<file path="src/logic/kms_pkg.sv">
// constants, register map and types of the keypad matrix scanner
package kms_pkg;

    // ------------------------------------------------------------
    // matrix and timing
    // ------------------------------------------------------------
    localparam int KMS_NCOL = 5;
    localparam int KMS_NROW = 6;
    localparam int KMS_CLK_HZ = 25_000_000;
    localparam int KMS_TICK_HZ = 1000;
    localparam int KMS_TICK_CYCLES = KMS_CLK_HZ / KMS_TICK_HZ;
    localparam int KMS_TICK_MS = 1;
    localparam int KMS_DB_STEP_MS = 4;
    localparam logic [6:0] KMS_DB_ZERO_STEPS = 7'h40;
    localparam logic [2:0] KMS_SCT_ZERO_MS = 3'h4;

    // ------------------------------------------------------------
    // register indices (byte address is four times the index)
    // ------------------------------------------------------------
    localparam logic [9:0] KMS_IDX_DRIVE = 10'h0D1;
    localparam logic [9:0] KMS_IDX_SENSE = 10'h0D2;
    localparam logic [9:0] KMS_IDX_TIMING = 10'h0D3;
    localparam logic [9:0] KMS_IDX_CTRL = 10'h0D4;
    localparam logic [9:0] KMS_IDX_ORDER_LO = 10'h0D5;
    localparam logic [9:0] KMS_IDX_ORDER_HI = 10'h0D6;
    localparam logic [9:0] KMS_IDX_SIZE = 10'h0D7;
    localparam logic [9:0] KMS_IDX_MCLK = 10'h0D8;

    // ------------------------------------------------------------
    // reset values and fields
    // ------------------------------------------------------------
    localparam logic [4:0] KMS_DRIVE_RST = 5'h1F;
    localparam logic [5:0] KMS_SENSE_RST = 6'h3F;
    localparam logic [7:0] KMS_TIMING_RST = 8'h00;
    localparam logic [7:0] KMS_ORDER_LO_RST = 8'h10;
    localparam logic [11:0] KMS_ORDER_HI_RST = 12'h432;
    localparam logic [7:0] KMS_SIZE_RST = 8'h65;
    localparam logic [7:0] KMS_MCLK_RST = 8'h00;
    localparam int KMS_CTRL_IEN_BIT = 0;
    localparam int KMS_CTRL_DET_BIT = 1;
    localparam int KMS_CTRL_SCAN_BIT = 2;
    localparam int KMS_MCLK_KEY_BIT = 6;
    localparam int KMS_DBT_LSB = 2;
    localparam int KMS_SLOT_STRIDE = 4;
    localparam int KMS_SIZE_ROW_LSB = 4;
    localparam logic [1:0] KMS_RESP_OKAY = 2'h0;
    localparam logic [1:0] KMS_RESP_SLVERR = 2'h2;

    // usual path: wait, press debounce, scan, wait release, release debounce
    typedef enum logic [2:0] {
        KMS_WAIT_PRESS = 3'h0,
        KMS_PRESS_DB = 3'h1,
        KMS_SCAN = 3'h3,
        KMS_WAIT_REL = 3'h2,
        KMS_REL_DB = 3'h6
    } kms_state_t;

endpackage

</file>
<file path="src/logic/kms_keypad_scanner.sv">
// keypad matrix scanner with an axi4-lite register slave
//
// Behaviour
// - five column drive outputs, six row sense inputs; key at their crossing
// - scanning drives one column low at a time; low row means closed
// - hardware scanning is off after reset until scan-enable is set
// - all timing counts a 1 kHz tick, running only with tick enable set
// - waiting: all scanned columns low, any low row noticed, no column scanning
// - row low: wait one debounce, recheck; none low returns to waiting
// - debounce from a six-bit field, 4 ms to 256 ms in 4 ms steps
// - rows of a column checked, then next column in order, whole keypad
// - row check interval from a two-bit field, 1 to 4 ms
// - exactly one closed switch gives a valid key; more give none
// - columns follow the programmed order; row order is fixed
// - valid key latches column and row and raises the interrupt
// - scanning carries on without waiting for the interrupt service
// - after a result wait release, debounce, restart if not released
// - scan disabled: columns show the drive latch contents
// - bypass: firmware writes columns, reads live row levels
// - drive latch bits 4..0 map to columns, zero drives low
// - size register limits scanned rows and columns
// - debounce value times 4 ms, zero meaning 256 ms, press and release
// - sense register bits 5..0 map to rows, zero meaning low
module kms_keypad_scanner
    import kms_pkg::*;
#(
    parameter int TICK_CYCLES = KMS_TICK_CYCLES
) (
    input wire logic aclk,
    input wire logic aresetn,
    input wire logic [11:0] s_axi_awaddr,
    input wire logic s_axi_awvalid,
    output logic s_axi_awready,
    input wire logic [31:0] s_axi_wdata,
    input wire logic [3:0] s_axi_wstrb,
    input wire logic s_axi_wvalid,
    output logic s_axi_wready,
    output logic [1:0] s_axi_bresp,
    output logic s_axi_bvalid,
    input wire logic s_axi_bready,
    input wire logic [11:0] s_axi_araddr,
    input wire logic s_axi_arvalid,
    output logic s_axi_arready,
    output logic [31:0] s_axi_rdata,
    output logic [1:0] s_axi_rresp,
    output logic s_axi_rvalid,
    input wire logic s_axi_rready,
    output logic [4:0] col_drive,
    input wire logic [5:0] row_sense,
    output logic key_irq
);

    localparam int DIVW = $clog2(TICK_CYCLES + 1);
    localparam logic [DIVW-1:0] DIV_LAST = DIVW'(TICK_CYCLES - 1);

    // ------------------------------------------------------------
    // helper functions
    // ------------------------------------------------------------
    function automatic logic [8:0] db_ticks(input logic [5:0] dbt);
        logic [6:0] steps;
        steps = (dbt == 6'h00) ? KMS_DB_ZERO_STEPS : {1'b0, dbt};
        return 9'(steps * KMS_DB_STEP_MS / KMS_TICK_MS);
    endfunction

    function automatic logic [8:0] sc_ticks(input logic [1:0] sct);
        logic [2:0] ms;
        ms = (sct == 2'h0) ? KMS_SCT_ZERO_MS : {1'b0, sct};
        return 9'(ms / KMS_TICK_MS);
    endfunction

    // zero or oversized counts fall back to the full matrix
    function automatic logic [2:0] clamp(input logic [2:0] n, input logic [2:0] max);
        return (n == 3'h0 || n > max) ? max : n;
    endfunction

    function automatic logic [4:0] one_low(input logic [2:0] idx);
        logic [4:0] m;
        m = KMS_DRIVE_RST;
        for (int i = 0; i < KMS_NCOL; i++) begin
            if (idx == 3'(i)) begin
                m[i] = 1'b0;
            end
        end
        return m;
    endfunction

    // rows need their own mask: the column helper stops at five bits
    function automatic logic [5:0] row_low(input logic [2:0] idx);
        logic [5:0] m;
        m = KMS_SENSE_RST;
        for (int i = 0; i < KMS_NROW; i++) begin
            if (idx == 3'(i)) begin
                m[i] = 1'b0;
            end
        end
        return m;
    endfunction

    // ------------------------------------------------------------
    // registers and shared signals
    // ------------------------------------------------------------
    logic [5:0] row_meta_r;
    logic [5:0] row_s_r;
    logic [4:0] drive_latch_reg_r;
    logic [5:0] sense_value_reg_r;
    logic [7:0] scan_timing_reg_r;
    logic [7:0] drive_order_low_reg_r;
    logic [11:0] drive_order_high_reg_r;
    logic [7:0] matrix_size_reg_r;
    logic [7:0] master_clock_ctrl_reg_r;
    logic hw_scan_enable_r;
    logic irq_enable_r;
    logic key_flag_r;
    logic [DIVW-1:0] div_r;
    logic tick_r;
    kms_state_t state_r;
    logic [8:0] timer_r;
    logic [2:0] slot_r;
    logic [2:0] row_idx_r;
    logic [1:0] hits_r;
    logic [2:0] hit_col_r;
    logic [2:0] hit_row_r;
    logic key_valid_r;
    logic [4:0] col_drive_r;
    logic key_irq_r;
    logic awready_r;
    logic wready_r;
    logic aw_hold_r;
    logic w_hold_r;
    logic [9:0] wr_idx_r;
    logic [31:0] wdata_r;
    logic [3:0] wstrb_r;
    logic bvalid_r;
    logic [1:0] bresp_r;
    logic arready_r;
    logic rvalid_r;
    logic [31:0] rdata_r;
    logic [1:0] rresp_r;

    logic wr_go;
    logic wr_hit;
    logic [2:0] ncols;
    logic [2:0] nrows;
    logic [4:0] col_act;
    logic [5:0] row_act;
    logic any_low;
    logic [2:0] slot_col;
    logic slot_ok;
    logic [8:0] db_len;
    logic [8:0] sc_len;
    logic [31:0] rd_data;
    logic rd_ok;

    assign wr_go = aw_hold_r && w_hold_r && !bvalid_r;
    assign ncols = clamp(matrix_size_reg_r[2:0], 3'(KMS_NCOL));
    assign nrows = clamp(matrix_size_reg_r[KMS_SIZE_ROW_LSB +: 3], 3'(KMS_NROW));
    assign db_len = db_ticks(scan_timing_reg_r[KMS_DBT_LSB +: 6]);
    assign sc_len = sc_ticks(scan_timing_reg_r[1:0]);

    always_comb begin
        for (int i = 0; i < KMS_NCOL; i++) begin
            col_act[i] = 3'(i) < ncols;
        end
        for (int i = 0; i < KMS_NROW; i++) begin
            row_act[i] = 3'(i) < nrows;
        end
    end

    assign any_low = |(~row_s_r & row_act);

    // order slots: low holds slots 0..1, high holds slots 2..4
    always_comb begin
        unique case (slot_r)
            3'h0: slot_col = drive_order_low_reg_r[2:0];
            3'h1: slot_col = drive_order_low_reg_r[KMS_SLOT_STRIDE +: 3];
            3'h2: slot_col = drive_order_high_reg_r[2:0];
            3'h3: slot_col = drive_order_high_reg_r[KMS_SLOT_STRIDE +: 3];
            default: slot_col = drive_order_high_reg_r[2*KMS_SLOT_STRIDE +: 3];
        endcase
    end
    assign slot_ok = slot_col < ncols;

    // ------------------------------------------------------------
    // row synchroniser
    // ------------------------------------------------------------
    always_ff @(posedge aclk) begin
        if (!aresetn) begin
            row_meta_r <= KMS_SENSE_RST;
            row_s_r <= KMS_SENSE_RST;
        end else begin
            row_meta_r <= row_sense;
            row_s_r <= row_meta_r;
        end
    end

    // ------------------------------------------------------------
    // 1 khz tick
    // ------------------------------------------------------------
    always_ff @(posedge aclk) begin
        if (!aresetn) begin
            div_r <= '0;
            tick_r <= 1'b0;
        end else if (!master_clock_ctrl_reg_r[KMS_MCLK_KEY_BIT]) begin
            div_r <= '0;
            tick_r <= 1'b0;
        end else begin
            tick_r <= (div_r == DIV_LAST);
            div_r <= (div_r == DIV_LAST) ? '0 : div_r + 1'b1;
        end
    end

    // ------------------------------------------------------------
    // scan state machine
    // ------------------------------------------------------------
    always_ff @(posedge aclk) begin
        if (!aresetn) begin
            state_r <= KMS_WAIT_PRESS;
            timer_r <= '0;
            slot_r <= '0;
            row_idx_r <= '0;
            hits_r <= '0;
            hit_col_r <= '0;
            hit_row_r <= '0;
            key_valid_r <= 1'b0;
        end else if (!hw_scan_enable_r) begin
            state_r <= KMS_WAIT_PRESS;
            timer_r <= '0;
            key_valid_r <= 1'b0;
        end else begin
            key_valid_r <= 1'b0;
            unique case (state_r)
                KMS_WAIT_PRESS: begin
                    timer_r <= '0;
                    if (any_low) begin
                        state_r <= KMS_PRESS_DB;
                    end
                end
                KMS_PRESS_DB: begin
                    if (tick_r) begin
                        timer_r <= timer_r + 1'b1;
                        if (timer_r == db_len - 1'b1) begin
                            timer_r <= '0;
                            slot_r <= '0;
                            row_idx_r <= '0;
                            hits_r <= '0;
                            state_r <= any_low ? KMS_SCAN : KMS_WAIT_PRESS;
                        end
                    end
                end
                KMS_SCAN: begin
                    // an unused or out-of-range slot is passed over at once
                    if (!slot_ok || tick_r) begin
                        timer_r <= timer_r + 1'b1;
                        if (!slot_ok || timer_r == sc_len - 1'b1) begin
                            timer_r <= '0;
                            if (slot_ok && !row_s_r[row_idx_r]) begin
                                hits_r <= (hits_r == 2'h2) ? hits_r : hits_r + 1'b1;
                                hit_col_r <= slot_col;
                                hit_row_r <= row_idx_r;
                            end
                            if (slot_ok && row_idx_r != nrows - 1'b1) begin
                                row_idx_r <= row_idx_r + 1'b1;
                            end else if (slot_r != 3'(KMS_NCOL - 1)) begin
                                row_idx_r <= '0;
                                slot_r <= slot_r + 1'b1;
                            end else begin
                                // last check also counts toward the total
                                key_valid_r <= (hits_r == 2'h0 && slot_ok
                                    && !row_s_r[row_idx_r])
                                    || (hits_r == 2'h1 && !(slot_ok
                                    && !row_s_r[row_idx_r]));
                                state_r <= KMS_WAIT_REL;
                            end
                        end
                    end
                end
                KMS_WAIT_REL: begin
                    timer_r <= '0;
                    if (!any_low) begin
                        state_r <= KMS_REL_DB;
                    end
                end
                KMS_REL_DB: begin
                    if (tick_r) begin
                        timer_r <= timer_r + 1'b1;
                        if (timer_r == db_len - 1'b1) begin
                            timer_r <= '0;
                            state_r <= any_low ? KMS_REL_DB : KMS_WAIT_PRESS;
                        end
                    end
                end
                default: begin
                    state_r <= KMS_WAIT_PRESS;
                end
            endcase
        end
    end

    // ------------------------------------------------------------
    // key result latches
    // ------------------------------------------------------------
    // the final hit may land in the same cycle as key_valid_r rises,
    // so the latch reads the registered hit one cycle later
    always_ff @(posedge aclk) begin
        if (!aresetn) begin
            drive_latch_reg_r <= KMS_DRIVE_RST;
            sense_value_reg_r <= KMS_SENSE_RST;
        end else if (hw_scan_enable_r) begin
            if (key_valid_r) begin
                drive_latch_reg_r <= one_low(hit_col_r);
                sense_value_reg_r <= row_low(hit_row_r);
            end
        end else if (wr_go && wr_idx_r == KMS_IDX_DRIVE && wstrb_r[0]) begin
            drive_latch_reg_r <= wdata_r[4:0];
        end
    end

    // ------------------------------------------------------------
    // column pins
    // ------------------------------------------------------------
    always_ff @(posedge aclk) begin
        if (!aresetn) begin
            col_drive_r <= KMS_DRIVE_RST;
        end else if (!hw_scan_enable_r) begin
            col_drive_r <= drive_latch_reg_r;
        end else if (state_r == KMS_SCAN) begin
            col_drive_r <= slot_ok ? one_low(slot_col) : KMS_DRIVE_RST;
        end else begin
            col_drive_r <= ~col_act;
        end
    end

    // ------------------------------------------------------------
    // configuration registers
    // ------------------------------------------------------------
    assign wr_hit = wr_go && wstrb_r[0];

    always_ff @(posedge aclk) begin
        if (!aresetn) begin
            scan_timing_reg_r <= KMS_TIMING_RST;
            drive_order_low_reg_r <= KMS_ORDER_LO_RST;
            drive_order_high_reg_r <= KMS_ORDER_HI_RST;
            matrix_size_reg_r <= KMS_SIZE_RST;
            master_clock_ctrl_reg_r <= KMS_MCLK_RST;
            hw_scan_enable_r <= 1'b0;
            irq_enable_r <= 1'b0;
        end else if (wr_hit) begin
            unique case (wr_idx_r)
                KMS_IDX_TIMING: scan_timing_reg_r <= wdata_r[7:0];
                KMS_IDX_ORDER_LO: drive_order_low_reg_r <= wdata_r[7:0];
                KMS_IDX_ORDER_HI: begin
                    drive_order_high_reg_r[7:0] <= wdata_r[7:0];
                    if (wstrb_r[1]) begin
                        drive_order_high_reg_r[11:8] <= wdata_r[11:8];
                    end
                end
                KMS_IDX_SIZE: matrix_size_reg_r <= wdata_r[7:0];
                KMS_IDX_MCLK: master_clock_ctrl_reg_r <= wdata_r[7:0];
                KMS_IDX_CTRL: begin
                    hw_scan_enable_r <= wdata_r[KMS_CTRL_SCAN_BIT];
                    irq_enable_r <= wdata_r[KMS_CTRL_IEN_BIT];
                end
                default: ;
            endcase
        end
    end

    // ------------------------------------------------------------
    // key flag and interrupt
    // ------------------------------------------------------------
    always_ff @(posedge aclk) begin
        if (!aresetn) begin
            key_flag_r <= 1'b0;
            key_irq_r <= 1'b0;
        end else begin
            // a new key beats a write-one clear in the same cycle
            if (key_valid_r) begin
                key_flag_r <= 1'b1;
            end else if (wr_hit && wr_idx_r == KMS_IDX_CTRL
                    && wdata_r[KMS_CTRL_DET_BIT]) begin
                key_flag_r <= 1'b0;
            end
            key_irq_r <= key_flag_r && irq_enable_r;
        end
    end

    // ------------------------------------------------------------
    // axi4-lite write channel
    // ------------------------------------------------------------
    always_ff @(posedge aclk) begin
        if (!aresetn) begin
            awready_r <= 1'b1;
            wready_r <= 1'b1;
            aw_hold_r <= 1'b0;
            w_hold_r <= 1'b0;
            wr_idx_r <= '0;
            wdata_r <= '0;
            wstrb_r <= '0;
            bvalid_r <= 1'b0;
            bresp_r <= KMS_RESP_OKAY;
        end else begin
            if (s_axi_awvalid && awready_r) begin
                awready_r <= 1'b0;
                aw_hold_r <= 1'b1;
                wr_idx_r <= s_axi_awaddr[11:2];
            end
            if (s_axi_wvalid && wready_r) begin
                wready_r <= 1'b0;
                w_hold_r <= 1'b1;
                wdata_r <= s_axi_wdata;
                wstrb_r <= s_axi_wstrb;
            end
            if (wr_go) begin
                aw_hold_r <= 1'b0;
                w_hold_r <= 1'b0;
                bvalid_r <= 1'b1;
                bresp_r <= (wr_idx_r >= KMS_IDX_DRIVE && wr_idx_r <= KMS_IDX_MCLK)
                    ? KMS_RESP_OKAY : KMS_RESP_SLVERR;
            end
            if (bvalid_r && s_axi_bready) begin
                bvalid_r <= 1'b0;
                awready_r <= 1'b1;
                wready_r <= 1'b1;
            end
        end
    end

    // ------------------------------------------------------------
    // axi4-lite read channel
    // ------------------------------------------------------------
    always_comb begin
        rd_data = '0;
        rd_ok = 1'b1;
        unique case (s_axi_araddr[11:2])
            KMS_IDX_DRIVE: rd_data[4:0] = drive_latch_reg_r;
            // bypass returns the live rows, scanning the latched key row
            KMS_IDX_SENSE: rd_data[5:0] = hw_scan_enable_r ? sense_value_reg_r
                : row_s_r;
            KMS_IDX_TIMING: rd_data[7:0] = scan_timing_reg_r;
            KMS_IDX_CTRL: begin
                rd_data[KMS_CTRL_IEN_BIT] = irq_enable_r;
                rd_data[KMS_CTRL_DET_BIT] = key_flag_r;
                rd_data[KMS_CTRL_SCAN_BIT] = hw_scan_enable_r;
            end
            KMS_IDX_ORDER_LO: rd_data[7:0] = drive_order_low_reg_r;
            KMS_IDX_ORDER_HI: rd_data[11:0] = drive_order_high_reg_r;
            KMS_IDX_SIZE: rd_data[7:0] = matrix_size_reg_r;
            KMS_IDX_MCLK: rd_data[7:0] = master_clock_ctrl_reg_r;
            default: rd_ok = 1'b0;
        endcase
    end

    always_ff @(posedge aclk) begin
        if (!aresetn) begin
            arready_r <= 1'b1;
            rvalid_r <= 1'b0;
            rdata_r <= '0;
            rresp_r <= KMS_RESP_OKAY;
        end else if (s_axi_arvalid && arready_r) begin
            arready_r <= 1'b0;
            rvalid_r <= 1'b1;
            rdata_r <= rd_data;
            rresp_r <= rd_ok ? KMS_RESP_OKAY : KMS_RESP_SLVERR;
        end else if (rvalid_r && s_axi_rready) begin
            rvalid_r <= 1'b0;
            arready_r <= 1'b1;
        end
    end

    // ------------------------------------------------------------
    // outputs
    // ------------------------------------------------------------
    assign s_axi_awready = awready_r;
    assign s_axi_wready = wready_r;
    assign s_axi_bvalid = bvalid_r;
    assign s_axi_bresp = bresp_r;
    assign s_axi_arready = arready_r;
    assign s_axi_rvalid = rvalid_r;
    assign s_axi_rdata = rdata_r;
    assign s_axi_rresp = rresp_r;
    assign col_drive = col_drive_r;
    assign key_irq = key_irq_r;

endmodule // kms_keypad_scanner

</file>
<file path="config.mk">
export PLATFORM = sky130hd
export DESIGN_NAME = kms_keypad_scanner
export DESIGN_NICKNAME = d
export VERILOG_FILES = /design/src/logic/kms_pkg.sv /design/src/logic/kms_keypad_scanner.sv
export SDC_FILE = /design/constraint.sdc
export NUM_CORES = 1
export LEC_CHECK = 0
export BUFFER_PORTS_ARGS = -buffer_cell sky130_fd_sc_hd__buf_4
export CAP_MARGIN = 40
export CORE_MARGIN = 2
export CORE_UTILIZATION = 30
export DETAILED_ROUTE_END_ITERATION = 10
export PLACE_DENSITY = 0.57
export SYNTH_ARGS = -nofsm -noshare
export SYNTH_HDL_FRONTEND = slang
export SYNTH_SLANG_ARGS = --single-unit
</file>
<file path="constraint.sdc">
create_clock -name aclk -period 4.6 [get_ports aclk]
set_clock_uncertainty 0.1 [all_clocks]
set_input_delay 0.46 -clock aclk [delete_from_list [all_inputs] [get_ports aclk]]
set_output_delay 0.46 -clock aclk [all_outputs]
set_load 0.01 [all_outputs]
</file>
Yosys cells after proc, flatten, opt, wreduce, memory -nomap -nowiden. Index checks and enable logic that the tools add are counted.

Add/sub/neg operators: 8. Order comparisons: 17. Equality and inequality tests: 58. Muxes and demuxes: 81. Bitwise operators: 9. Reduce and logical (&&, ||, !) cells: 68.

Operators by type and width (number): $eq 10x8->1 const B (15); $mux 3 (24); $mux 9 (4); $eq 3x2->1 const B (10); $mux 5 (6); $pmux 9 s3 (1); $ne 2x2->1 const B (13); $mux 1 (24); $pmux 3 s8 (1); $logic_not 3->1 (7); $reduce_and 2->1 (10); $logic_and 1x1->1 (19); $eq 9x9->1 (2); $mux 2 (9); $reduce_and 8->1 (2); $add 15x1->15 const B (1); $eq 15x15->1 const B (1); $eq 3x1->1 const B (5); $eq 3x3->1 const B (5); $pmux 3 s5 (1); $pmux 2 s7 (1); $lt 1x3->1 const A (4); $lt 2x3->1 const A (4); $pmux 3 s2 (2); other kinds (44) (70).

Register bits after elaboration: 166. Bits of input ports: 73. Output and inout bits: 47.

Logic depth before layout (Yosys ltp). Gate-level depths: netlist (run 1).

Word-level depth: 10. Gate-level depth with buffers: 15. Depth with buffers taken out: 13.

Worst setup path after synthesis (run 1). No wires, ideal clock.

Kind: reg-to-reg. Start point: register slot_r[2]. End point: register hit_col_r[0]. Library setup time: 0.116 ns. Arrival: 2.696 ns. Data required time: 4.384 ns. Slack: 1.688 ns. Stages on the path, launching flop included: 15. Path buffers: 1. Clock period less this slack: 2.912 ns. Cells stage by stage: dfxtp_1 -> inv_1 -> ha_1 -> a22oi_1 -> nand3_1 -> o21a_1 -> ha_1 -> o21ai_0 -> nand2b_1 -> o21a_1 -> a211o_1 -> or3_1 -> buf_6 -> mux2i_1 -> nor2b_1.

Longest elaborated chain between the ends: 6. Elaborated cells between the ends (all ways): 11.

RTL lines: start: declaration (RTL line kms_keypad_scanner.sv:118) `logic [2:0] slot_r;`; start signal: assignment (RTL line kms_keypad_scanner.sv:265) `slot_r <= slot_r + 1'b1;`; $eq 3x2->1, or another cell as far along (RTL line kms_keypad_scanner.sv:173) `unique case (slot_r)`; $pmux 3 s4 (*) (RTL line kms_keypad_scanner.sv:173); via slot_col[1] (RTL line kms_keypad_scanner.sv:147) `logic [2:0] slot_col;`; $lt 3x3->1 (*) (RTL line kms_keypad_scanner.sv:181) `assign slot_ok = slot_col < ncols;`; $logic_not 1->1 (RTL line kms_keypad_scanner.sv:252, kms_keypad_scanner.sv:254); $logic_or 1x1->1, on equally long branches (RTL line kms_keypad_scanner.sv:252, kms_keypad_scanner.sv:254); $reduce_and 5->1 (no source line) (*); end signal: assignment (RTL line kms_keypad_scanner.sv:258) `hit_col_r <= slot_col;`; end: declaration (RTL line kms_keypad_scanner.sv:121) `logic [2:0] hit_col_r;`.

Mark *: on every way through the listed nets, which the timed path passes. The rest lies on a longest branch. A chain may end at the register's enable or synchronous reset.

Worst setup path after layout (run 1).
Start point: register slot_r[2]. End point: register hit_col_r[2].

The elaborated chain is that of the path after synthesis.

==> key figures, run 1 <==
Run status
  • Outcome: complete, no violations

Logic synthesis
  • Most frequent cells after synthesis: 164 x dfxtp_1, 131 x nand2_1, 60 x mux2i_1
  • Synth Flop Type: dfxtp_1
  • Area leader, netlist: dfxtp_1
  • Synth top area cells: dfxtp_1 41%, mux2i_1 7.4%, nand2_1 6.1%, nor2b_1 3.7%, a21boi_0 3.1%
  • Ys Warns: 0
  • Mapped cell area: ~8100 sq um
  • Most instantiated library cell after synthesis: dfxtp_1
  • Asr flop ratio synth: 0%
  • Synth top area share: between 40 and 50%
  • EDFF count, synth: 0
  • Cells after synthesis: 920
  • Seq/Total Area, Yosys: between 40% and 50%
  • Synth Register Bits: around 160
  • Mean post-synth cell area: ~9 sq um
  • Library cells used by synthesis: 71

Timing
  • Fmax: 286 MHz
  • Final worst setup slack: roughly 1.1 ns
  • Final setup fails: 0
  • Final setup TNS: 0 ns
  • Max-slew violations: 0
  • Final hold vios: 0
  • Fin crit share: approximately three quarters
  • Slew headroom: a little under half
  • Unrepaired setup endpoints after global routing: false
  • Final min period: around 3.5 ns
  • Worst hold slack: 0.110 ns
  • Slew @ Worst Pin: between 0.7 and 0.8 ns

Detailed routing
  • Initial DRC Count: between 400 and 500
  • Final ANT Viol Nets: 0
  • Via count: 6437
  • Drc violations: 0
  • Via density: 4.88
  • Drt wl/cell: roughly 15 microns
  • Pre-Repair DR Iteration Count: 5
  • Total Wirelength: roughly 19000 microns

Power
  • P_sw: slightly below 0.8 mW
  • Seq pwr share: between 40% and 50%
  • Pwr Total: 3.16 mW
  • P_int: ~2.4 mW
  • Sw Share: about a quarter
  • Power Dens Cells: approximately 340 nW/um^2
  • Pleak: between 3 and 4 nW
  • Clock share of power: 46.6%
  • Logic pwr share: approximately 6.6%
  • Max rail drop VDD: around 0.00018 V

Final layout
  • Area grow syn2layout: 16.4%
  • Final core occ: between 30% and 40%
  • N_diodes: 0
  • Fraction of layout cells with a size suffix above 1: 13.9%
  • Nets@finish: about 1100

Die
  • Die Area: 28300 sq um
  • Total core area: roughly 27000 sq um
  • Rows: 60
  • Die W: between 150 and 200 microns
  • Die Span Y: 168 microns
  • Top Ports: 120
  • Initial core utilization: between 30% and 40%

CTS
  • CTS clock-pin slew for the worst setup and hold paths: 0.07 ns
  • Hold-fix buffers at CTS: 0
  • Root buf cell: clkbuf_16
  • Post-CTS Setup Bufs: 0
  • CTS tree: done
  • Worst-Skew Late Latency: approximately 0.43 ns
  • CTS max path bufs: 2
  • Cts bufs inserted: 17
  • CTS HTree Levels: 4
  • # clock sinks: 164
  • Resized cells post-CTS: 0

Worst setup path
  • Maximum fanout along the worst path: 11
  • Critical Path Source: slot_r[2]
  • R2R depth: 13
  • CP required: 4.82 ns
  • CP endpoint kind: flop
  • Critical path startpoint category: flop
  • RR Startpoint: slot_r[2]
  • Crit Path Class: flop to flop
  • Crit path DAT: ~3.7 ns

Place
  • GP Congestion: just over 0.8
  • Port buffer count: 71
  • Post-DP HPWL: around 14000 microns
  • Post-place setup slack: ~1.1 ns

Global route
  • Grt total ovfl: 0
  • Initial antenna violation count: 0
  • Largest net degree at the start of global routing: 84
  • Vias in the first global route: slightly above 6000
  • Wire length of the first global-routing pass: 31600 microns
  • Gr usage total: between 10 and 15%

Hold path
  • WHS Path Cells: 2
  • HP Start: row_sense[2]
  • Hold crit path type: primary input to flop

Flow run
  • Max_cap viols: 0
==> final cells by class <==
class / count / area (sq um)
timing repair buffer: 78 / 586
inverter: 26 / 97.6
clock inverter: 14 / 180
fill: 2783 / 17300
clock buffer: 17 / 425
tap: 341 / 427
sequential: 164 / 3280
multi-input combinational: 680 / 4410
==> flip-flops by register name, summed over array words and instances, names as in the netlist, 6 cells and up <==
register	flops
sense_value_reg_r	6
wr_idx_r	10
scan_timing_reg_r	8
div_r	15
s_axi_rdata	12
wdata_r	12
drive_order_low_reg_r	8
timer_r	9
row_meta_r	6
matrix_size_reg_r	8
master_clock_ctrl_reg_r	8
drive_order_high_reg_r	12
row_s_r	6
==> worst max-delay path, cell delays in order (launching register included) <==
cell and delay (ns):
dfxtp_1 0.43, inv_1 0.15, ha_1 0.26, a22oi_1 0.19, nand3_1 0.09, o21a_1 0.19, ha_1 0.31, o21ai_0 0.15
nand2b_1 0.11, o21a_1 0.25, a211o_1 0.33, or3_1 0.55, mux2i_1 0.21, nor2b_1 0.06
==> layout by cell type, fill, tap and decap left out, types with 13 or more instances in the layout <==
cell	n
dfxtp_1	164
nand2_1	131
buf_4	78
mux2i_1	60
nor2_1	54
nor2b_1	48
a21boi_0	33
nand3_1	28
o21ai_0	27
inv_1	26
nand2b_1	26
xnor2_1	22
conb_1	22
a22oi_1	20
ha_1	18
clkbuf_16	17
nor3_1	16
a21oi_1	15
xor2_1	15
o22ai_1	13
==> stage by stage <==
step / instance area (sq um) / cells
2_1_floorplan: 8170 / 941
4_1_cts: 9410 / 1320
6_report: 9410 / 1320
3_5_place_dp: 8800 / 1289
5_1_grt: 9410 / 1320
3_3_place_gp: 8800 / 1288
==> layer usage <==
metal | GRT usage [%] | wire length (microns) | vias to the layer above | share of wire [%]
met1 | 18.6 | 9240 | 3012 | 48
met4 | 4.65 | 376 | 0 | 2.0
met2 | 22.5 | 8810 | 149 | 46
met5 | 0 | 0 | - | 0
li1 | - | - | 3255 | -
met3 | 3.03 | 858 | 21 | 4.4
==> logic make-up (layout without fill, tap and decap cells) <==
logic type | Yosys count | in the layout | synth area share [%]
fa+ha+maj | 18 | 18 | 2.79
mux | 71 | 71 | 9.14
xor+xnor | 37 | 37 | 4.01
buf+inv | 97 | 135 | 5.82
compound gates | 173 | 173 | 15.4
simple gates | 359 | 359 | 22.2
flops | 164 | 164 | 40.6
other cells | 1 | 22 | 0.0464
==> path summary, 6_finish.rpt <==
path	to	slack, ns
setup / recovery	hit_col_r[2]	1.11
hold / removal	row_meta_r[2]	0.11
setup reg to reg	hit_col_r[2]	1.11
hold reg to reg	row_s_r[4]	0.31
==> power groups by stage <==
stage | Sequential, mW | Clock, mW | Combinational [mW]
6_report | 1.48 | 1.47 | 0.208
3_5_place_dp | 1.51 | 0 | 0.209
4_1_cts | 1.48 | 1.50 | 0.209
2_1_floorplan | 1.50 | 0 | 0.155
3_3_place_gp | 1.51 | 0 | 0.207
5_1_grt | 1.48 | 1.57 | 0.232
(Power assumes the default switching activity.)
==> inputs of run 2 (changes only) <==
Clock period 4.6 ns to 3.5 ns, I/O delays scaled along.
==> key figures, run 2 (synthesis gave the netlist of run 1 again) <==
Run status
  • Outcome: complete, no violations (unchanged)

Detailed routing
  • Drc violations: 0 (unchanged)
  • Initial DRC Count: 380 (was 403)
  • Final ANT Viol Nets: 0 (unchanged)
  • Via count: 6488 (was 6437)
  • Pre-Repair DR Iteration Count: 5 (unchanged)
  • Total Wirelength: 19900 microns (was 19300 microns)
  • Drt wl/cell: 15.0 microns (was 14.6 microns)
  • Via density: 4.89 (was 4.88)

Final layout
  • Fraction of layout cells with a size suffix above 1: 14.4% (was 13.9%)
  • Biggest register: div_r (unchanged)
  • Area grow syn2layout: 17.2% (was 16.4%)
  • Nets@finish: 1065 (was 1058)
  • Commonest non-fill, non-tap cell in the layout: dfxtp_1 (unchanged)
  • FILL cells: 2783 (unchanged)
  • Largest register FFs: 15 (unchanged)
  • N_diodes: 0 (unchanged)
  • Most frequent cells in the layout: 164 x dfxtp_1, 131 x nand2_1, 81 x buf_4 (was 164 x dfxtp_1, 131 x nand2_1, 78 x buf_4)
  • Fin cells: 1328 (was 1320)

CTS
  • Root buf cell: clkbuf_16 (unchanged)
  • # clock sinks: 164 (unchanged)
  • CTS tree: done (unchanged)
  • CTS HTree Levels: 4 (unchanged)
  • Worst-Skew Late Latency: 0.44 ns (was 0.43 ns)
  • CTS max path bufs: 2 (unchanged)
  • CTS clock-pin slew for the worst setup and hold paths: 0.07 ns (about the same)
  • Cts bufs inserted: 17 (unchanged)

Global route
  • Vias in the first global route: 6107 (was 6149)
  • Initial antenna violation count: 0 (unchanged)
  • Largest net degree at the start of global routing: 53 (was 84)
  • Grt total ovfl: 0 (unchanged)
  • Gr usage total: 14.4% (was 13.9%)
  • Wire length of the first global-routing pass: 32400 microns (was 31600 microns)

Die
  • Die Span Y: 168 microns (unchanged)
  • Die Area: 28300 sq um (unchanged)
  • Initial core utilization: 30.3% (unchanged)
  • Total core area: 26700 sq um (unchanged)
  • Rows: 60 (unchanged)
  • Top Ports: 120 (unchanged)
  • Die W: 168 microns (unchanged)

Worst setup path
  • RR Startpoint: slot_r[2] (unchanged)
  • Crit path DAT: 3.45 ns (was 3.71 ns)
  • R2R depth: 13 (unchanged)
  • FF-to-FF End: hit_col_r[0] (was hit_col_r[2])
  • Critical Path Source: slot_r[2] (unchanged)
  • CP endpoint kind: flop (unchanged)
  • Setup crit end: hit_col_r[0] (was hit_col_r[2])
  • CP required: 3.72 ns (was 4.82 ns)
  • Critical path startpoint category: flop (unchanged)
  • Maximum fanout along the worst path: 6 (was 11)
  • Reg2Reg Setup Slack: 0.27 ns (was 1.11 ns)
  • Crit Path Class: flop to flop (unchanged)

Place
  • Post-DP HPWL: 14500 microns (was 14300 microns)
  • Port buffer count: 71 (unchanged)
  • Post-place setup slack: 0.218 ns (was 1.15 ns)
  • GP Congestion: 0.806 (was 0.829)
  • Cell Count Post-Placement: 1292 (was 1289)

Timing
  • Fin crit share: 92.3% (was 75.9%)
  • Max-slew violations: 0 (unchanged)
  • Final setup TNS: 0 ns (unchanged)
  • Fmax: 310 MHz (was 286 MHz)
  • Final worst setup slack: 0.270 ns (was 1.11 ns)
  • Slew @ Worst Pin: 0.823 ns (was 0.799 ns)
  • Final hold vios: 0 (unchanged)
  • Final min period: 3.23 ns (was 3.49 ns)
  • Slew headroom: 45.1% (was 46.8%)
  • Unrepaired setup endpoints after global routing: false (unchanged)
  • Final setup fails: 0 (unchanged)

Hold path
  • Hold crit path type: primary input to flop (unchanged)

Power
  • Max rail drop VDD: 0.000252 V (was 0.000176 V)
  • Power Dens Cells: 435 nW/um^2 (was 336 nW/um^2)
  • Pleak: 3.66 nW (was 3.63 nW)

Flow run
  • Max_cap viols: 0 (unchanged)
## run 2: cell count changes in the layout (fill, tap and decap cells not counted), moves of 2 or more
cell           previous run  this run
inv_6                     5         1
buf_4                    78        81
clkinv_8                  1         4
dlygate4sd3_1             0         4
clkinv_4                  0         3
bufinv_16                 2         0
## run 2: critical path, stage by stage (launching register included)
cell and delay, ns:
dfxtp_1 0.43, inv_1 0.15, ha_1 0.26, a22oi_1 0.21, nand3_1 0.10, o21a_1 0.14
ha_1 0.30, o21ai_0 0.19, nand2b_1 0.11, o21a_1 0.14, a211o_1 0.29, or3_4 0.47
mux2i_1 0.19, nor2b_1 0.06
## run 2: how the worst min path moves through the flow
stage | from | end | slack [ns] | depth (start not counted)
detailed placement | row_meta_r[1] | row_s_r[1] | 0.30 | 1
CTS | s_axi_awvalid | s_axi_awready | 0.002 | 2
finish | s_axi_awvalid | s_axi_awready | 0.01 | 2
global placement | row_meta_r[1] | row_s_r[1] | 0.29 | 1
global route | row_sense[5] | row_meta_r[5] | 0.01 | 2
floorplan | row_meta_r[0] | row_s_r[0] | 0.29 | 1
## run 2: timing repair
item | CTS | global route
hold buffers | 3 | 1
gates resized for setup | 0 | 2
endpoints found under the hold margin | 3 | 1
setup endpoints to repair | 0 | 10
setup buffers | 0 | 0
## run 2: power breakdown
| part | switching (mW) | internal, mW | total [mW] |
|---|---|---|---|
| clock | 0.917 | 0.981 | 1.90 |
| sequential | 0.0424 | 1.90 | 1.94 |
| combinational | 0.155 | 0.129 | 0.285 |
| total | 1.12 | 3.01 | 4.13 |
## run 2: routing by layer
layer	track usage (%)	routed length (microns)	vias up
li1	-	-	3263
met1	19.1	9420	3047
met2	23.2	9080	151
met3	3.03	920	27
met4	5.02	441	0
met5	0	0	-
## run 2: cell type report
| type | count | area [sq um] | share of cell area (%) |
|---|---|---|---|
| clock buffer | 18 | 439 | 4.63 |
| multi-input combinational | 680 | 4420 | 46.6 |
| inverter | 26 | 97.6 | 1.03 |
| clock inverter | 14 | 164 | 1.73 |
| tap | 341 | 427 | 4.50 |
| timing repair buffer | 85 | 648 | 6.84 |
| sequential | 164 | 3280 | 34.6 |
## run 2: through the flow
step | hold slack [ns] | power [mW] | util, % | cell area (sq um)
finish | 0.0110 | 4.13 | 35.5 | 9480
global placement | 0.295 | 2.27 | 33.0 | 8820
detailed placement | 0.295 | 2.27 | 33.0 | 8830
CTS | 0.00210 | 4.16 | 35.4 | 9460
global route | 0.00988 | 4.29 | 35.5 | 9480
floorplan | 0.286 | 2.17 | - | 8170
==> inputs of run 3 (changes only) <==
Settings changed: PLACE_DENSITY 0.57 to 0.59.
Clock period 3.5 ns to 2.65 ns, I/O delays scaled along.
==> key figures, run 3 (synthesis gave the netlist of run 1 again) <==
Power
  • P_sw: 1.45 mW (was 1.12 mW)
  • Max rail drop VDD: 0.000369 V (was 0.000252 V)
  • Seq pwr share: 47.0% (was 47.1%)
  • Logic pwr share: 9.4% (was 6.9%)
  • Power Dens Cells: 532 nW/um^2 (was 435 nW/um^2)
  • Clock share of power: 43.6% (was 46.0%)
  • Pwr Total: 5.47 mW (was 4.13 mW)
  • Pleak: 4.02 nW (was 3.66 nW)
  • Sw Share: 26.5% (was 27.0%)
  • P_int: 4.02 mW (was 3.01 mW)

Die
  • Die Span Y: 168 microns (unchanged)
  • Die W: 168 microns (unchanged)
  • Die Area: 28300 sq um (unchanged)
  • Initial core utilization: 30.3% (unchanged)
  • Rows: 60 (unchanged)
  • Top Ports: 120 (unchanged)
  • Total core area: 26700 sq um (unchanged)

Flow run
  • Max_cap viols: 0 (unchanged)

Global route
  • Largest net degree at the start of global routing: 59 (was 53)
  • Gr usage total: 15.0% (was 14.4%)
  • Wire length of the first global-routing pass: 34000 microns (was 32400 microns)
  • Vias in the first global route: 6518 (was 6107)
  • Grt total ovfl: 0 (unchanged)
  • Initial antenna violation count: 0 (unchanged)

Worst setup path
  • Delay-heaviest family, CP: compound AO/OA/AOI/OAI gates (unchanged)
  • Critical path startpoint category: flop (unchanged)
  • RR Startpoint: slot_r[1] (was slot_r[2])
  • Crit path DAT: 3.02 ns (was 3.45 ns)
  • CP max stage delay: 0.41 ns (was 0.47 ns)
  • Maximum fanout along the worst path: 6 (unchanged)
  • Slowest CP cell: or3_4 (unchanged)
  • Setup crit end: hit_row_r[1] (was hit_col_r[0])
  • FF-to-FF End: hit_row_r[1] (was hit_col_r[0])
  • Top cell by count, worst path: ha_4
  • R2R depth: 13 (unchanged)
  • CP endpoint kind: flop (unchanged)
  • CP required: 2.87 ns (was 3.72 ns)
  • Critical path, cell by cell: ha_4 > ha_4 > a22oi_2 > nand3_1 > o21a_1 > ha_4 > o21ai_2 > nand2b_1 > o21a_1 > a211o_1 > or3_4 > mux2i_2 > nor2b_1 (was inv_1 > ha_1 > a22oi_1 > nand3_1 > o21a_1 > ha_1 > o21ai_0 > nand2b_1 > o21a_1 > a211o_1 > or3_4 > mux2i_1 > nor2b_1)
  • Crit Path Class: flop to flop (unchanged)
  • Critical Path Source: slot_r[1] (was slot_r[2])
  • Reg2Reg Setup Slack: -0.15 ns (was 0.27 ns)
  • Worst Path Buf+Inv: 0 (was 1)
  • Stages on the worst setup path: 13 (unchanged)

Detailed routing
  • Initial DRC Count: 350 (was 380)
  • Pre-Repair DR Iteration Count: 5 (unchanged)
  • Drt wl/cell: 15.1 microns (was 15.0 microns)
  • Via density: 4.81 (was 4.89)
  • Via count: 6697 (was 6488)
  • Drc violations: 0 (unchanged)
  • Final ANT Viol Nets: 0 (unchanged)
  • Total Wirelength: 21000 microns (was 19900 microns)

CTS
  • CTS HTree Levels: 4 (unchanged)
  • Cts bufs inserted: 17 (unchanged)
  • CTS tree: done (unchanged)
  • CTS max path bufs: 2 (unchanged)
  • Root buf cell: clkbuf_16 (unchanged)
  • # clock sinks: 164 (unchanged)
  • CTS clock-pin slew for the worst setup and hold paths: 0.07 ns (about the same)
  • Worst-Skew Late Latency: 0.43 ns (was 0.44 ns)

Final layout
  • Fraction of layout cells with a size suffix above 1: 21.1% (was 14.4%)
  • FILL cells: 2718 (was 2783)
  • Final core occ: 38.5% (was 35.5%)
  • Largest register FFs: 15 (unchanged)
  • Area grow syn2layout: 27.1% (was 17.2%)
  • N_diodes: 0 (unchanged)
  • Biggest register: div_r (unchanged)
  • Most frequent cells in the layout: 161 x dfxtp_1, 131 x nand2_1, 118 x buf_4 (was 164 x dfxtp_1, 131 x nand2_1, 81 x buf_4)
  • Nets@finish: 1130 (was 1065)
  • Commonest non-fill, non-tap cell in the layout: dfxtp_1 (unchanged)

Timing
  • Unrepaired setup endpoints after global routing: true (was false)
  • Final setup fails: 22 (was 0)
  • Final setup TNS: -1.54 ns (was 0 ns)
  • Final hold vios: 0 (unchanged)
  • Max-slew violations: 0 (unchanged)
  • Fmax: 357 MHz (was 310 MHz)
  • Final min period: 2.80 ns (was 3.23 ns)
  • Fin crit share: 106% (was 92.3%)
  • Slew headroom: 52.8% (was 45.1%)
  • Slew @ Worst Pin: 0.707 ns (was 0.823 ns)
  • Final worst setup slack: -0.151 ns (was 0.270 ns)

Run status
  • Failing checks: setup timing
  • Outcome: finished with violations (was complete, no violations)

Place
  • GP Congestion: 0.834 (was 0.806)
  • Post-DP HPWL: 15000 microns (was 14500 microns)
  • Port buffer count: 71 (unchanged)

Hold path
  • WHS Path Cells: 3 (was 2)
  • Hold crit path type: primary input to flop (unchanged)
run 3: cell types whose count changed in the layout (fill, tap and decap cells not counted), moves of 6 or more:
cell / before / now
buf_6: 0 / 6
dlygate4sd3_1: 4 / 24
ha_1: 18 / 11
buf_4: 81 / 118
o21ai_0: 27 / 21
run 3: worst register-to-register path: stages, from the launching register on:
cell	delay [ns]
dfxtp_4	0.36
ha_4	0.16
ha_4	0.16
a22oi_2	0.16
nand3_1	0.09
o21a_1	0.15
ha_4	0.22
o21ai_2	0.11
nand2b_1	0.08
o21a_1	0.16
a211o_1	0.28
or3_4	0.41
mux2i_2	0.19
nor2b_1	0.06
run 3: worst min-delay path by stage:
stage	slack [ns]	start	end
after floorplan	0.27	s_axi_awvalid	s_axi_awready
after global placement	0.30	row_meta_r[4]	row_s_r[4]
after detailed placement	0.29	row_meta_r[1]	row_s_r[1]
after CTS	0.0007	s_axi_wdata[7]	wdata_r[7]
after global routing	0.01	s_axi_wstrb[1]	wstrb_r[1]
final	0.007	s_axi_wstrb[1]	wstrb_r[1]
run 3: repair_timing:
action	CTS	global route
gates cloned	1	0
buffers inserted	5	4
setup endpoints to repair	29	30
endpoints found under the hold margin	23	0
gates resized for setup	27	28
hold buffers	24	0
pin swaps	24	19
run 3: area by class of cell:
| type | count | area (sq um) | share of cell area [%] |
|---|---|---|---|
| clock buffer | 17 | 425 | 4.14 |
| clock inverter | 15 | 140 | 1.36 |
| inverter | 26 | 97.6 | 0.950 |
| multi-input combinational | 681 | 4680 | 45.5 |
| sequential | 164 | 3290 | 32.0 |
| tap | 341 | 427 | 4.15 |
| timing repair buffer | 149 | 1210 | 11.8 |
run 3: per-layer routing:
metal  up-vias  GRT usage, %  wire [microns]
li1       3394             -               -
met1      3132          19.8           10100
met2       145          24.9            9840
met3        26          2.99             721
met4         0          4.27             371
met5         -             0               0
run 3: metrics by stage:
step / cells / hold WS [ns] / cell area [sq um] / setup slack (ns)
final: 1393 / 0.00694 / 10300 / -0.151
after floorplan: 941 / 0.265 / 8200 / -0.102
after CTS: 1388 / 0.000709 / 10100 / -0.135
after global routing: 1393 / 0.0114 / 10300 / -0.353
after detailed placement: 1328 / 0.295 / 9150 / -0.286
after global placement: 1328 / 0.297 / 9150 / -0.227
run 3: power groups by stage:
stage	logic [mW]	registers, mW	clock network (mW)
after detailed placement	0.390	2.62	0
after global routing	0.568	2.58	2.53
after global placement	0.387	2.62	0
after floorplan	0.269	2.60	0
final	0.516	2.57	2.38
after CTS	0.457	2.57	2.45
